--- src/design/mcs_pkg.sv ---
package mcs_pkg;

	// ==========================================================
	// Spreading code
	localparam int CODE_W = 32;
	localparam int HALF_W = 16;
	localparam int SYM_W = 4;
	localparam int PTR_W = 4;
	// Chips c0..c31 of symbol 0, c0 in bit 0
	localparam logic [CODE_W-1:0] BASE_CODE = 32'h744A_C39B;
	// Odd chips inverted for symbols 8..15
	localparam logic [CODE_W-1:0] ODD_MASK = 32'hAAAA_AAAA;
	localparam logic [SYM_W-1:0] IDLE_SYMBOL = 4'h0;

	// ==========================================================
	// Pointer values
	localparam logic [PTR_W-1:0] EVEN_PTR_START = 4'hF;
	localparam logic [PTR_W-1:0] ODD_PTR_START = 4'hE;
	localparam logic [PTR_W-1:0] EVEN_PTR_LAST = 4'hE;

	// ==========================================================
	// Delimiter tracking
	localparam int CNT_W = 4;
	localparam logic [CNT_W-1:0] SFD_TARGET = 4'hB;
	localparam logic [CNT_W-1:0] CNT_RESET = 4'h0;

	// ==========================================================
	// Register map
	localparam logic [11:0] CTRL_OFFSET = 12'h000;
	localparam logic [11:0] STATUS_OFFSET = 12'h004;
	localparam int CTRL_START_BIT = 0;
	localparam int CTRL_CLEAR_BIT = 1;
	localparam int STAT_BUSY_BIT = 0;
	localparam int STAT_SFD_BIT = 1;
	localparam int STAT_DONE_BIT = 2;
	localparam int STAT_CNT_LSB = 8;
	localparam logic [31:0] WORD_ZERO = 32'h0000_0000;

	// ==========================================================
	// Types
	typedef enum logic [3:0] {
		ST_IDLE,
		ST_WAIT,
		ST_PULL,
		ST_LOAD_EVEN,
		ST_LOAD_ODD,
		ST_SHIFT_EVEN,
		ST_SHIFT_ODD,
		ST_ODD_FINAL,
		ST_FINISH
	} mcs_state_e;

	typedef struct packed {
		logic [HALF_W-1:0] even_chips;
		logic [HALF_W-1:0] odd_chips;
	} mcs_chips_s;

endpackage

--- src/design/mcs_code_lookup.sv ---
`timescale 1ns/1ps
module mcs_code_lookup
	import mcs_pkg::*;
(
	input wire logic [SYM_W-1:0] symbol,	// Symbol from queue
	input wire logic sym_present,	// Symbol is valid
	output mcs_chips_s chips	// Even and odd chip words
);

	logic [SYM_W-1:0] sym_used;
	logic [CODE_W-1:0] rot_code;
	logic [CODE_W-1:0] full_code;

	// Idle input forces symbol 0 to stop switching
	assign sym_used = sym_present ? symbol : IDLE_SYMBOL;

	// ==========================================================
	// Symbol to 32-chip code
	always_comb begin
		unique case (sym_used[2:0])
			3'h0: rot_code = BASE_CODE;
			3'h1: rot_code = {BASE_CODE[27:0], BASE_CODE[31:28]};
			3'h2: rot_code = {BASE_CODE[23:0], BASE_CODE[31:24]};
			3'h3: rot_code = {BASE_CODE[19:0], BASE_CODE[31:20]};
			3'h4: rot_code = {BASE_CODE[15:0], BASE_CODE[31:16]};
			3'h5: rot_code = {BASE_CODE[11:0], BASE_CODE[31:12]};
			3'h6: rot_code = {BASE_CODE[7:0], BASE_CODE[31:8]};
			3'h7: rot_code = {BASE_CODE[3:0], BASE_CODE[31:4]};
		endcase
		full_code = sym_used[3] ? (rot_code ^ ODD_MASK) : rot_code;
	end

	// ==========================================================
	// Split into even and odd chips
	for (genvar k = 0; k < HALF_W; k++) begin : g_split
		assign chips.even_chips[k] = full_code[2*k];
		assign chips.odd_chips[k] = full_code[2*k+1];
	end

endmodule // mcs_code_lookup

--- src/design/mcs_pull_counter.sv ---
`timescale 1ns/1ps
module mcs_pull_counter
	import mcs_pkg::*;
(
	input wire logic clock,	// System clock
	input wire logic sys_rst,	// Async reset, active high
	input wire logic clear,	// Synchronous clear
	input wire logic pull,	// Queue pull this cycle
	input wire logic in_load_odd,	// Machine in odd-load state
	output logic sfd_sent,	// Delimiter sent pulse
	output logic [CNT_W-1:0] count	// Current pull count
);

	logic [CNT_W-1:0] cnt_ff;
	logic [CNT_W-1:0] nxt_cnt;

	// ==========================================================
	// Count pulls, saturating past the target
	always_comb begin
		nxt_cnt = cnt_ff;
		if (clear) begin
			nxt_cnt = CNT_RESET;
		end else if (pull && (cnt_ff != SFD_TARGET + 4'h1)) begin
			nxt_cnt = cnt_ff + 4'h1;
		end
	end

	always_ff @(posedge clock or posedge sys_rst) begin
		if (sys_rst) begin
			cnt_ff <= CNT_RESET;
		end else begin
			cnt_ff <= nxt_cnt;
		end
	end

	assign sfd_sent = (cnt_ff == SFD_TARGET) && in_load_odd;
	assign count = cnt_ff;

endmodule // mcs_pull_counter

--- src/design/mcs_spreader.sv ---
// Functional notes
// - Split code into even and odd 16-chip words
// - Even MSK chip is even xor odd
// - Odd MSK chip inverted, uses next even
// - Start waits for data, then presets pointers
// - Pull state pulls once, odd pointer advances
// - Even-load captures even chips, wraps pointer
// - Odd-load captures odd chips, wraps pointer
// - Even-shift advances, then shift, pull or odd-final
// - Odd-shift advances odd pointer, returns
// - Odd-final advances odd pointer, then finish
// - Finish pulses done one cycle, goes idle
// - Chip output is selected bits xor invert
// - Delimiter pulse at count 11 in odd-load
// - Pull counter saturates at target plus one
// - Lookup maps symbol by case to codes
// - Absent symbol looks up symbol zero
// - Done marks last packet chip sent
`timescale 1ns/1ps
module mcs_spreader
	import mcs_pkg::*;
(
	input wire logic clock,	// System clock, 20 MHz
	input wire logic sys_rst,	// Async reset, active high
	input wire logic [11:0] paddr,	// APB address
	input wire logic psel,	// APB select
	input wire logic penable,	// APB enable
	input wire logic pwrite,	// APB write
	input wire logic [31:0] pwdata,	// APB write data
	output logic [31:0] prdata,	// APB read data
	output logic pready,	// APB ready
	output logic pslverr,	// APB error
	input wire logic [SYM_W-1:0] queue_symbol,	// Symbol from queue
	input wire logic queue_empty,	// Queue empty flag
	output logic queue_pull,	// Queue pull request
	output logic chip_out,	// Serial chip stream
	output logic sfd_sent,	// Delimiter sent pulse
	output logic done	// Packet done pulse
);

	// ==========================================================
	// Declarations
	mcs_state_e state_ff;
	mcs_state_e nxt_state;
	logic [PTR_W-1:0] even_ptr_ff;
	logic [PTR_W-1:0] nxt_even_ptr;
	logic [PTR_W-1:0] odd_ptr_ff;
	logic [PTR_W-1:0] nxt_odd_ptr;
	logic [HALF_W-1:0] even_reg_ff;
	logic [HALF_W-1:0] nxt_even_reg;
	logic [HALF_W-1:0] odd_reg_ff;
	logic [HALF_W-1:0] nxt_odd_reg;
	logic chip_inv;
	logic chip_ff;
	logic nxt_chip;
	logic [31:0] prdata_ff;
	logic [31:0] nxt_prdata;
	logic sfd_seen_ff;
	logic nxt_sfd_seen;
	logic done_seen_ff;
	logic nxt_done_seen;
	logic start_req;
	logic start_idle;
	logic clear_req;
	logic wr_access;
	logic rd_setup;
	logic hit_ctrl;
	logic hit_status;
	logic sym_present;
	logic sfd_pulse;
	logic [CNT_W-1:0] pull_count;
	logic [31:0] status_word;
	mcs_chips_s chips;

	// ==========================================================
	// APB slave, zero wait states
	assign hit_ctrl = (paddr == CTRL_OFFSET);
	assign hit_status = (paddr == STATUS_OFFSET);
	assign wr_access = psel && penable && pwrite;
	assign rd_setup = psel && !penable && !pwrite;
	assign pready = 1'b1;
	assign pslverr = psel && penable && !hit_ctrl && !hit_status;
	assign prdata = prdata_ff;

	assign start_req = wr_access && hit_ctrl && pwdata[CTRL_START_BIT];
	// A start outside idle is ignored and must not zero the pull count
	assign start_idle = start_req && (state_ff == ST_IDLE);
	// Software clear between packets
	assign clear_req = wr_access && hit_ctrl && pwdata[CTRL_CLEAR_BIT];

	always_comb begin
		status_word = WORD_ZERO;
		status_word[STAT_BUSY_BIT] = (state_ff != ST_IDLE);
		status_word[STAT_SFD_BIT] = sfd_seen_ff;
		status_word[STAT_DONE_BIT] = done_seen_ff;
		status_word[STAT_CNT_LSB +: CNT_W] = pull_count;
	end

	always_comb begin
		nxt_prdata = prdata_ff;
		if (rd_setup) begin
			nxt_prdata = hit_status ? status_word : WORD_ZERO;
		end
	end

	// Read data stands until the next read setup
	always_ff @(posedge clock or posedge sys_rst) begin
		if (sys_rst) begin
			prdata_ff <= WORD_ZERO;
		end else begin
			prdata_ff <= nxt_prdata;
		end
	end

	// Sticky event flags, write one to clear, set wins
	always_comb begin
		nxt_sfd_seen = sfd_seen_ff;
		nxt_done_seen = done_seen_ff;
		if (wr_access && hit_status && pwdata[STAT_SFD_BIT]) begin
			nxt_sfd_seen = 1'b0;
		end
		if (wr_access && hit_status && pwdata[STAT_DONE_BIT]) begin
			nxt_done_seen = 1'b0;
		end
		if (sfd_pulse) begin
			nxt_sfd_seen = 1'b1;
		end
		if (done) begin
			nxt_done_seen = 1'b1;
		end
	end

	always_ff @(posedge clock or posedge sys_rst) begin
		if (sys_rst) begin
			sfd_seen_ff <= 1'b0;
			done_seen_ff <= 1'b0;
		end else begin
			sfd_seen_ff <= nxt_sfd_seen;
			done_seen_ff <= nxt_done_seen;
		end
	end

	// ==========================================================
	// Code lookup
	assign sym_present = (state_ff == ST_LOAD_EVEN) || (state_ff == ST_LOAD_ODD);

	mcs_code_lookup u_lookup (
		.symbol(queue_symbol),
		.sym_present(sym_present),
		.chips(chips)
	);

	// ==========================================================
	// Transmit state machine
	always_comb begin
		nxt_state = state_ff;
		nxt_even_ptr = even_ptr_ff;
		nxt_odd_ptr = odd_ptr_ff;
		nxt_even_reg = even_reg_ff;
		nxt_odd_reg = odd_reg_ff;
		if (clear_req) begin
			nxt_state = ST_IDLE;
		end else begin
			unique case (state_ff)
				ST_IDLE: begin
					if (start_req) begin
						nxt_state = ST_WAIT;
					end
				end
				ST_WAIT: begin
					if (!queue_empty) begin
						nxt_state = ST_PULL;
						// Presets place chips 30 and 31 in the two load states
						nxt_even_ptr = EVEN_PTR_START;
						nxt_odd_ptr = ODD_PTR_START;
					end
				end
				ST_PULL: begin
					nxt_odd_ptr = odd_ptr_ff + 4'h1;
					nxt_state = ST_LOAD_EVEN;
				end
				ST_LOAD_EVEN: begin
					// Queue head holds the pulled symbol here and in odd-load
					nxt_even_reg = chips.even_chips;
					nxt_even_ptr = even_ptr_ff + 4'h1;
					nxt_state = ST_LOAD_ODD;
				end
				ST_LOAD_ODD: begin
					// Odd word of the old symbol is replaced only after chip 31
					nxt_odd_reg = chips.odd_chips;
					nxt_odd_ptr = odd_ptr_ff + 4'h1;
					nxt_state = ST_SHIFT_EVEN;
				end
				ST_SHIFT_EVEN: begin
					nxt_even_ptr = even_ptr_ff + 4'h1;
					if (even_ptr_ff < EVEN_PTR_LAST) begin
						nxt_state = ST_SHIFT_ODD;
					end else if (!queue_empty) begin
						nxt_state = ST_PULL;
					end else begin
						nxt_state = ST_ODD_FINAL;
					end
				end
				ST_SHIFT_ODD: begin
					nxt_odd_ptr = odd_ptr_ff + 4'h1;
					nxt_state = ST_SHIFT_EVEN;
				end
				ST_ODD_FINAL: begin
					nxt_odd_ptr = odd_ptr_ff + 4'h1;
					nxt_state = ST_FINISH;
				end
				ST_FINISH: begin
					nxt_state = ST_IDLE;
				end
				default: begin
					nxt_state = ST_IDLE;
				end
			endcase
		end
	end

	// ==========================================================
	// Chip combining
	// Pointers equal: even MSK chip; pointers apart outside idle and wait: odd MSK chip, inverted
	// Built from next values so chip_out comes straight from a flip-flop
	always_comb begin
		chip_inv = 1'b0;
		if (nxt_state != ST_IDLE && nxt_state != ST_WAIT) begin
			chip_inv = (nxt_even_ptr != nxt_odd_ptr);
		end
		nxt_chip = (nxt_even_reg[nxt_even_ptr] ^ nxt_odd_reg[nxt_odd_ptr]) ^ chip_inv;
	end

	always_ff @(posedge clock or posedge sys_rst) begin
		if (sys_rst) begin
			chip_ff <= 1'b0;
		end else begin
			chip_ff <= nxt_chip;
		end
	end

	// Machine registers
	always_ff @(posedge clock or posedge sys_rst) begin
		if (sys_rst) begin
			state_ff <= ST_IDLE;
			even_ptr_ff <= EVEN_PTR_START;
			odd_ptr_ff <= ODD_PTR_START;
			even_reg_ff <= '0;
			odd_reg_ff <= '0;
		end else begin
			state_ff <= nxt_state;
			even_ptr_ff <= nxt_even_ptr;
			odd_ptr_ff <= nxt_odd_ptr;
			even_reg_ff <= nxt_even_reg;
			odd_reg_ff <= nxt_odd_reg;
		end
	end

	// ==========================================================
	// Outputs
	assign chip_out = chip_ff;
	assign queue_pull = (state_ff == ST_PULL);
	// Last chip of the packet leaves during the finish cycle, with done high
	assign done = (state_ff == ST_FINISH);

	mcs_pull_counter u_count (
		.clock(clock),
		.sys_rst(sys_rst),
		.clear(clear_req || start_idle),
		.pull(queue_pull),
		.in_load_odd(state_ff == ST_LOAD_ODD),
		.sfd_sent(sfd_pulse),
		.count(pull_count)
	);

	assign sfd_sent = sfd_pulse;

endmodule // mcs_spreader

--- config.mk ---
export PLATFORM = sky130hd
export DESIGN_NAME = mcs_spreader
export DESIGN_NICKNAME = d
export VERILOG_FILES = /design/src/design/mcs_pkg.sv /design/src/design/mcs_code_lookup.sv /design/src/design/mcs_pull_counter.sv /design/src/design/mcs_spreader.sv
export SDC_FILE = /design/constraint.sdc
export NUM_CORES = 1
export LEC_CHECK = 0
export BUFFER_PORTS_ARGS = -buffer_cell sky130_fd_sc_hd__buf_4
export CORE_MARGIN = 2
export CORE_UTILIZATION = 55
export CTS_CLUSTER_DIAMETER = 150
export DETAILED_ROUTE_END_ITERATION = 8
export HOLD_SLACK_MARGIN = 0.05
export PLACE_DENSITY_LB_ADDON = 0.1
export SYNTH_ARGS = -nofsm -noshare
export SYNTH_HDL_FRONTEND = slang
export SYNTH_HIERARCHICAL = 1
export SYNTH_SLANG_ARGS = --single-unit
--- constraint.sdc ---
create_clock -name clock -period 4.3 [get_ports clock]
set_clock_uncertainty 0.05 [all_clocks]
set_input_delay 0.43 -clock clock [delete_from_list [all_inputs] [get_ports clock]]
set_output_delay 0.43 -clock clock [all_outputs]
set_load 0.05 [all_outputs]
==> results of run 1 <==
==> cell type report <==
class / count / area, µm²
fillers: 670 / 2960
well taps: 102 / 128
multi-input cells: 369 / 2440
inverters: 26 / 100
clock inverters: 7 / 101
clock buffers: 9 / 124
repair buffers: 44 / 333
flip-flops and latches: 58 / 1460
==> cell usage in the layout (no fill, tap or decap), types with 4 or more instances in the layout <==
cell	n
a21oi_1	23
buf_4	43
dfrtp_1	50
o21a_1	5
a211oi_1	6
nand2_1	60
and3_1	4
o21ai_0	27
dfstp_2	7
nor2_1	23
nand4_1	4
o2bb2ai_1	4
mux2_2	16
inv_1	22
o22ai_1	6
clkbuf_8	9
nand3_1	15
conb_1	26
ha_1	10
and2_1	6
mux2i_1	22
xnor2_1	9
a22o_1	9
nor2b_1	9
nor4_1	5
or3_1	8
nor3_1	9
nand2b_1	6
==> through the flow <==
| step | util | std cells | cell area [µm²] |
|---|---|---|---|
| floorplan | - | 506 | 4370 |
| global placement | 0.582 | 598 | 4450 |
| detailed placement | 0.582 | 598 | 4450 |
| CTS | 0.613 | 615 | 4690 |
| global route | 0.613 | 615 | 4690 |
| finish | 0.613 | 615 | 4690 |
==> metal layers <==
| layer | up-vias | wire [µm] | track usage |
|---|---|---|---|
| li1 | 1708 | - | - |
| met1 | 1669 | 4410 | 0.321 |
| met2 | 81 | 4400 | 0.373 |
| met3 | 4 | 376 | 0.0468 |
| met4 | 0 | 70 | 0.0647 |
| met5 | - | 0 | 0 |
==> sequential cells by signal (all words and copies together), names as in the netlist <==
signal,cells
chip_out,1
done_seen_ff,1
even_ptr_ff,4
even_reg_ff,16
odd_ptr_ff,4
odd_reg_ff,16
prdata,7
sfd_seen_ff,1
state_ff,4
u_count/count,4
==> worst max-delay path: stages, from the launching register on <==
cell and delay (ns):
dfrtp_1 0.61, nand2_1 0.10, nor2_1 0.15, a21oi_1 0.06
nor2_1 0.34, nand2_1 0.20, ha_1 0.38, buf_4 0.18
mux2i_1 0.17, xnor2_1 0.14, and2_1 0.16, nand3_1 0.10
a211oi_1 0.25, nor2b_1 0.11, a2bb2oi_1 0.17, nand4b_1 0.12
o2111ai_1 0.15, nor3_2 0.24, xnor2_1 0.17
==> timing repair <==
item                                    4_1_cts  5_1_grt
endpoints found under the setup margin        0        1
hold buffers                                  1        0
resized for setup                             0        1
endpoints found under the hold margin         4        0
==> worst max-delay path by stage <==
| stage | startpoint | endpoint | slack, ns | depth (start not counted) |
|---|---|---|---|---|
| finish | state_ff[0]$_DFF_PP0_ | chip_out$_DFF_PP0_ | 0.36 | 18 |
| global route | state_ff[0]$_DFF_PP0_ | chip_out$_DFF_PP0_ | 0.02 | 18 |
| CTS | state_ff[1]$_DFF_PP0_ | chip_out$_DFF_PP0_ | 0.38 | 18 |
| detailed placement | state_ff[1]$_DFF_PP0_ | chip_out$_DFF_PP0_ | 0.46 | 17 |
| global placement | state_ff[1]$_DFF_PP0_ | chip_out$_DFF_PP0_ | 0.49 | 17 |
| floorplan | state_ff[1]$_DFF_PP0_ | chip_out$_DFF_PP0_ | 0.61 | 21 |
==> power by group <==
group | switching, µW | internal (µW)
registers | 139 | 785
clock network | 238 | 330
logic | 1160 | 832
total | 1530 | 1950
==> logic make-up (layout without fill, tap and decap cells) <==
group | after synthesis | count (layout) | synth area share
and+or+nand+nor | 173 | 173 | 0.216
AOI/OAI and AO/OA | 111 | 111 | 0.183
buffers and inverters | 79 | 86 | 0.108
DFF | 58 | 58 | 0.341
muxes | 40 | 40 | 0.102
adders and majority gates | 10 | 10 | 0.0293
xor gates and xnor gates | 9 | 9 | 0.0184
other | 2 | 26 | 0.00176
==> results.md, run 1 <==
- The first-pass GRT wire length is 15.8 mm.
- Detailed placement finished with a half-perimeter wire length of 6.76 mm.
- TritonCTS built the clock tree.
- The repair_antennas step left the layout with diodes totalling 0.
- The analysis attributes to cell leakage a power of 0.00223 µW.
- The minimum clock period is 3.94 ns.
- The share of synthesized area in the top cell type comes to 0.298.
- The y dimension of the die is 92.2 µm.
- The flow ran to the end, and the final reports show no timing, DRC or antenna violations.
- The count of state elements after synthesis is 58.
- The number of global-route vias before repair came to 3324.
- During synthesis, Yosys emitted a total of 6 warnings.
- The worst path meets setup with 0.357 ns of slack.
- The worst setup slack for register-to-register paths is 0.36 ns.
- The width of the chip is 92.2 µm.
- After layout, the design draws a total of 3480 µW.
- The primary flip-flop cell chosen by synthesis mapping is dfrtp_1.
- The floorplan row count is 32.
- After detailed routing, the average wire length per cell comes to 15.0 µm.
- For this block, the via count after detailed routing is 3462.
- The total I/O pin count is 92.
- Relative to the synthesized area, the layout overhead comes to 9.68%.
- The path type of the worst setup path is reg -> reg.
- The hold-critical path depth is 3.
- The number of maximum-capacitance violations is 0.
- The final-report max-slew violation count came to 0.
- The reg-to-reg critical path endpoint is chip_out$_DFF_PP0_.
- Timing would allow up to 0.254 GHz.
- Of all cell types, the one taking the most synthesized area is dfrtp_1.
- Before CTS, the worst setup slack after placement is 0.464 ns.
- The beginning of the worst hold path is pwdata[2].
- The cell count after synthesis is 482.
- The tree is rooted in a clkbuf_8.
- The aggregate global routing overflow is 0.
- For this run, the total global-route usage over all layers was measured as 0.232.
- The maximum number of pins on one net before global-route repair is 31.
- The post-CTS setup-driven buffer insertion count is 0.
- In this run, CTS created clock tree buffers numbering 9.
- The clock drives 58 sinks.
- The area of the core is 7650 µm².
- The worst-case clock buffer depth is 2.
- Headroom to the max-slew limit came out at 0.244.
- The ratio of final minimum period to clock period is 0.917.
- The category of the worst setup path launch point is a flop.
- Setup repair after global routing left no endpoint under its margin.
- The min-delay analysis places its worst path in the category in -> reg.
- The number of remaining DRC errors is 0.
- After synthesis, the cell types taking the most area are dfrtp_1, nand2_1, mux2i_1, buf_4, dfstp_2.
- The maximum vdd drop is 0.000471 V.
- After routing, the total negative slack on setup checks comes to 0 ns.
- At the worst endpoint, the arrival time is 4.14 ns.
- The number of routed nets with antenna violations is 0.
- The actual slew at the worst max-slew pin is 1.12 ns.
- The commonest cells after synthesis are nand2_1, dfrtp_1, buf_4.
- The fraction of final layout cells sized beyond drive strength 1 is 0.216.
- The number of different library cells used by synthesis comes to 81.
- The count of TritonRoute iterations in the first routing pass is 4.
- The H-tree generated during clock tree synthesis spans 3 levels.
- The worst slack on hold paths is 0.334 ns.
- For the worst setup path, the data required time is 4.50 ns.
- The share of flip-flops with an asynchronous set or reset after synthesis is 1.00.
- The count of flip-flops with a built-in enable after synthesis is 0.
- The cell area after synthesis is 4280 µm².
- The die covers 8500 µm².
- The violation count after the first detailed-route iteration is 142.
- Setup violations remaining at the end of the flow were counted as 0.
- The routed design has 9.26 mm of wire.
- The number of cells on the worst reg-to-reg path is 18.
- The hold violation count in the final report is 0.
- The initial core utilization is 0.559.
- Power spread over the standard cell area amounts to 741 nW/µm².
- The startpoint identified for the worst register-to-register timing path is state_ff[0]$_DFF_PP0_.
- The worst hold path terminates at done_seen_ff$_DFFE_PP0P_.
- Port buffering added 36 buffers.
- Each instance of the synthesized netlist takes up on average 8.87 µm².
- The worst setup path is captured at a flop.
- Of the synthesized area, sequential elements account for 0.341.
- The number of antenna violations at the first check in global routing is 0.
- The leading cell type by number of instances after synthesis is nand2_1.
- Routability-driven placement finished with a final weighted congestion of 0.843.
- The critical-path maximum fanout is 16.
- Dividing the detail-routed via count by the number of cells gives 5.63.
- The layout net count is 572.
- The clock transition at the registers of the reported paths is 0.07 ns.
- The insertion delay of the later-clocked pin in the worst-skew pair is 0.34 ns.
Power figures use the tool's default switching activity.
==> run 2: changes to the inputs <==
--- a/config.mk
+++ b/config.mk
@@ -6,7 +6,7 @@
 export NUM_CORES = 1
 export LEC_CHECK = 0
 export BUFFER_PORTS_ARGS = -buffer_cell sky130_fd_sc_hd__buf_4
-export CORE_MARGIN = 2
+export CORE_MARGIN = 3
 export CORE_UTILIZATION = 55
 export CTS_CLUSTER_DIAMETER = 150
 export DETAILED_ROUTE_END_ITERATION = 8
==> run 2 against run 1 <==
Sequential power shrank 2%. Critical path depth shrank 2. Register-to-register slack gained 0.05 ns. Via count is essentially flat. Worst hold slack lost 0.0044 ns. Final cell count shrank 0.16%. Die area grew 4.4%. Clock-buffer cell count grew 1. Routed wire length grew 1.8%. First-iteration DRC count grew 7.0%. Largest cell class unchanged. Largest power group unchanged.
==> results.md, run 2 (same netlist as run 1, synthesis figures left out) <==
- The insertion delay of the later-clocked pin in the worst-skew pair is 0.34 ns (about the same).
- The global routing usage summed across all routing layers was 0.228 (was 0.232).
- The fraction of final layout cells sized beyond drive strength 1 was 0.219 (was 0.216).
- Result of the run: complete, no violations (unchanged).
- The ratio of final minimum period to clock period came to 0.905 (was 0.917).
- The number of global-route vias before repair was 3323 (was 3324).
- The internal power component is 1900 µW (was 1950 µW).
- The TritonCTS buffer count is 9 (unchanged).
- The signal arrival time at the worst endpoint was 4.09 ns (was 4.14 ns).
- The floorplan die area came to 8870 µm² (was 8500 µm²).
- The post-DP HPWL is 6.97 mm (was 6.76 mm).
- The overall routed net length is 9.42 mm (was 9.26 mm).
- The aggregate global routing overflow was 0 (unchanged).
- The minimum clock period is 3.89 ns (was 3.94 ns).
- The H-tree depth is 3 (unchanged).
- The path class of the lowest-slack min-delay path is in -> reg (unchanged).
- The final cell area excluding filler cells came to 4680 µm² (was 4690 µm²).
- The worst max-slew margin expressed relative to the limit is 0.346 (was 0.244).
- The master cell of the clock root buffer is clkbuf_8 (unchanged).
- The number of inserted filler cells in the final layout was 655 (was 670).
- The total power is 3440 µW (was 3480 µW).
- The TritonCTS clock tree is done (unchanged).
- The launch point of the worst reg-to-reg path is state_ff[0]$_DFF_PP0_ (unchanged).
- The violation count after the first detailed-route iteration is 152 (was 142).
- The total leakage power came to 0.00223 µW (about the same).
- The core occupancy in the finished layout was 0.632 (was 0.613).
- The switching share of power is 0.446 (was 0.440).
- The maximum clock frequency is 0.257 GHz (was 0.254 GHz).
- The post-CTS setup-driven buffer insertion count came to 0 (unchanged).
- The maximum vdd drop is 0.000352 V (was 0.000471 V).
- The final-report max-slew violation count is 0 (unchanged).
- The per-cell routed wire length is 15.3 µm (was 15.0 µm).
- The overall via count from detail_route is 3463 (was 3462).
- The worst-case clock buffer depth was 2 (unchanged).
- The switching power of the nets was 1540 µW (was 1530 µW).
- The routability congestion estimate from global placement came to 0.826 (was 0.843).
- The count of endpoints failing setup in the final report is 0 (unchanged).
- The aggregate negative setup slack is 0 ns (unchanged).
- The hold violation count in the final report came to 0 (unchanged).
- The destination of the critical timing path is chip_out$_DFF_PP0_ (unchanged).
- The count of buffers from port buffering was 36 (unchanged).
- The maximum number of pins on one net before global-route repair is 47 (was 31).
- The number of maximum-capacitance violations was 0 (unchanged).
- The reg-to-reg critical path endpoint is chip_out$_DFF_PP0_ (unchanged).
- Top library cells by usage in the layout, fill and taps aside: nand2_1, dfrtp_1, buf_4, o21ai_0, conb_1 (unchanged).
- The count of TritonRoute iterations in the first routing pass is 4 (unchanged).
- The proportion of power drawn by combinational gates was 0.587 (was 0.571).
- The total I/O pin count is 92 (unchanged).
- The width of the chip was 94.2 µm (was 92.2 µm).
- The power density over cell area is 734 nW/µm² (was 741 nW/µm²).
- The path type of the worst setup path is reg -> reg (unchanged).
- The initial core utilization is 0.577 (was 0.559).
- The required time at the worst-slack endpoint is 4.49 ns (was 4.50 ns).
- The layout net count is 574 (was 572).
- The clock transition at the registers of the reported paths is 0.07 ns (about the same).
- The floorplan row count is 31 (was 32).
- Setup repair after global routing missed its margin: no (unchanged).
- The share of total power in the clock network is 0.150 (was 0.163).
- The number of routed nets with antenna violations is 0 (unchanged).
- The path depth of the worst reg2reg path is 16 (was 18).
- The total number of clock tree sinks came to 58 (unchanged).
- The number of remaining DRC errors is 0 (unchanged).
- The first-pass GRT wire length was 15.9 mm (was 15.8 mm).
- The antenna diode instance count is 0 (unchanged).
- The critical path startpoint is state_ff[0]$_DFF_PP0_ (unchanged).
- The share of power burned in registers is 0.263 (was 0.266).
- The area of the core is 7410 µm² (was 7650 µm²).
- The element type at the critical path end is a flop (unchanged).
- The number of antenna violations at the first check in global routing is 0 (unchanged).
- The worst slack on hold paths came to 0.330 ns (was 0.334 ns).
- The average via count per standard cell is 5.64 (was 5.63).
- The critical-path maximum fanout was 10 (was 16).
- The area growth from synthesis to final layout is 9.48% (was 9.68%).
- The worst setup slack for register-to-register paths is 0.41 ns (was 0.36 ns).
- The y dimension of the die is 94.2 µm (was 92.2 µm).
- The post-placement cell area was 4470 µm² (was 4450 µm²).
- The most common cell after layout, fill and taps aside is nand2_1 (unchanged).
- The category of the worst setup path launch point is a flop (unchanged).
- The actual slew at the worst max-slew pin came to 0.972 ns (was 1.12 ns).
==> run 2: cell types whose count changed in the layout (fill, tap and decap cells not counted), sizes merged <==
| cell | previous run | this run |
|---|---|---|
| inv | 26 | 25 |
| bufinv | 2 | 1 |
| clkbuf | 9 | 10 |
| buf | 43 | 45 |
| clkinvlp | 2 | 3 |
==> run 2: layer usage <==
metal | part of all wire | GRT usage
met1 | 0.46 | 0.306
met2 | 0.48 | 0.364
met3 | 0.044 | 0.0417
met4 | 0.019 | 0.0890
met5 | 0 | 0
==> run 2: worst min-delay path by stage <==
stage / from / to / slack, ns / cells after the start
detailed placement: sys_rst / u_count/count[3]$_DFFE_PP0P_ / 0.30 / 2
floorplan: sys_rst / u_count/count[0]$_DFFE_PP0P_ / 0.15 / 1
global route: pwdata[2] / done_seen_ff$_DFFE_PP0P_ / 0.33 / 3
CTS: pwdata[1] / sfd_seen_ff$_DFFE_PP0P_ / 0.32 / 3
global placement: sys_rst / u_count/count[0]$_DFFE_PP0P_ / 0.29 / 2
finish: pwdata[2] / done_seen_ff$_DFFE_PP0P_ / 0.33 / 3
==> run 2: power by group through the flow <==
stage	Sequential (µW)	Combinational [µW]	Clock, µW
after CTS	905	2010	530
after detailed placement	916	1990	0
after global placement	904	1950	0
after global routing	937	2240	549
after floorplan	889	1640	0
final	905	2020	515
==> run 2: critical path, stage by stage, from the launching register on <==
cell,delay (ns)
dfrtp_1,0.48
nor2b_1,0.25
a21oi_1,0.12
nor2_2,0.26
nand2_1,0.18
ha_1,0.47
nand2b_1,0.22
o22ai_1,0.14
a22o_1,0.16
nand3_1,0.11
a211oi_1,0.23
nor2b_1,0.07
o22ai_1,0.29
nand3b_1,0.19
o2111ai_1,0.13
nor3_2,0.26
xnor2_1,0.18
==> run 2: stage by stage <==
step / worst slack (ns) / std cells
after floorplan: 0.606 / 506
after global placement: 0.385 / 597
after detailed placement: 0.294 / 597
after CTS: 0.252 / 614
after global routing: 0.0108 / 614
final: 0.407 / 614
==> run 2: cell type report <==
| cell class | count | area [µm²] | area share |
|---|---|---|---|
| Clock inverter | 6 | 66.3 | 0.0142 |
| Tap cell | 99 | 124 | 0.0265 |
| Inverter | 26 | 100 | 0.0214 |
| Multi-Input combinational cell | 369 | 2450 | 0.522 |
| Sequential cell | 58 | 1460 | 0.312 |
| Timing Repair Buffer | 46 | 348 | 0.0743 |
| Clock buffer | 10 | 138 | 0.0294 |
==> run 2: what timing repair did <==
item / in CTS / in global routing
hold buffers: 1 / 0
resized for setup: 0 / 1
endpoints found under the setup margin: 0 / 1
hold endpoints to repair: 12 / 0
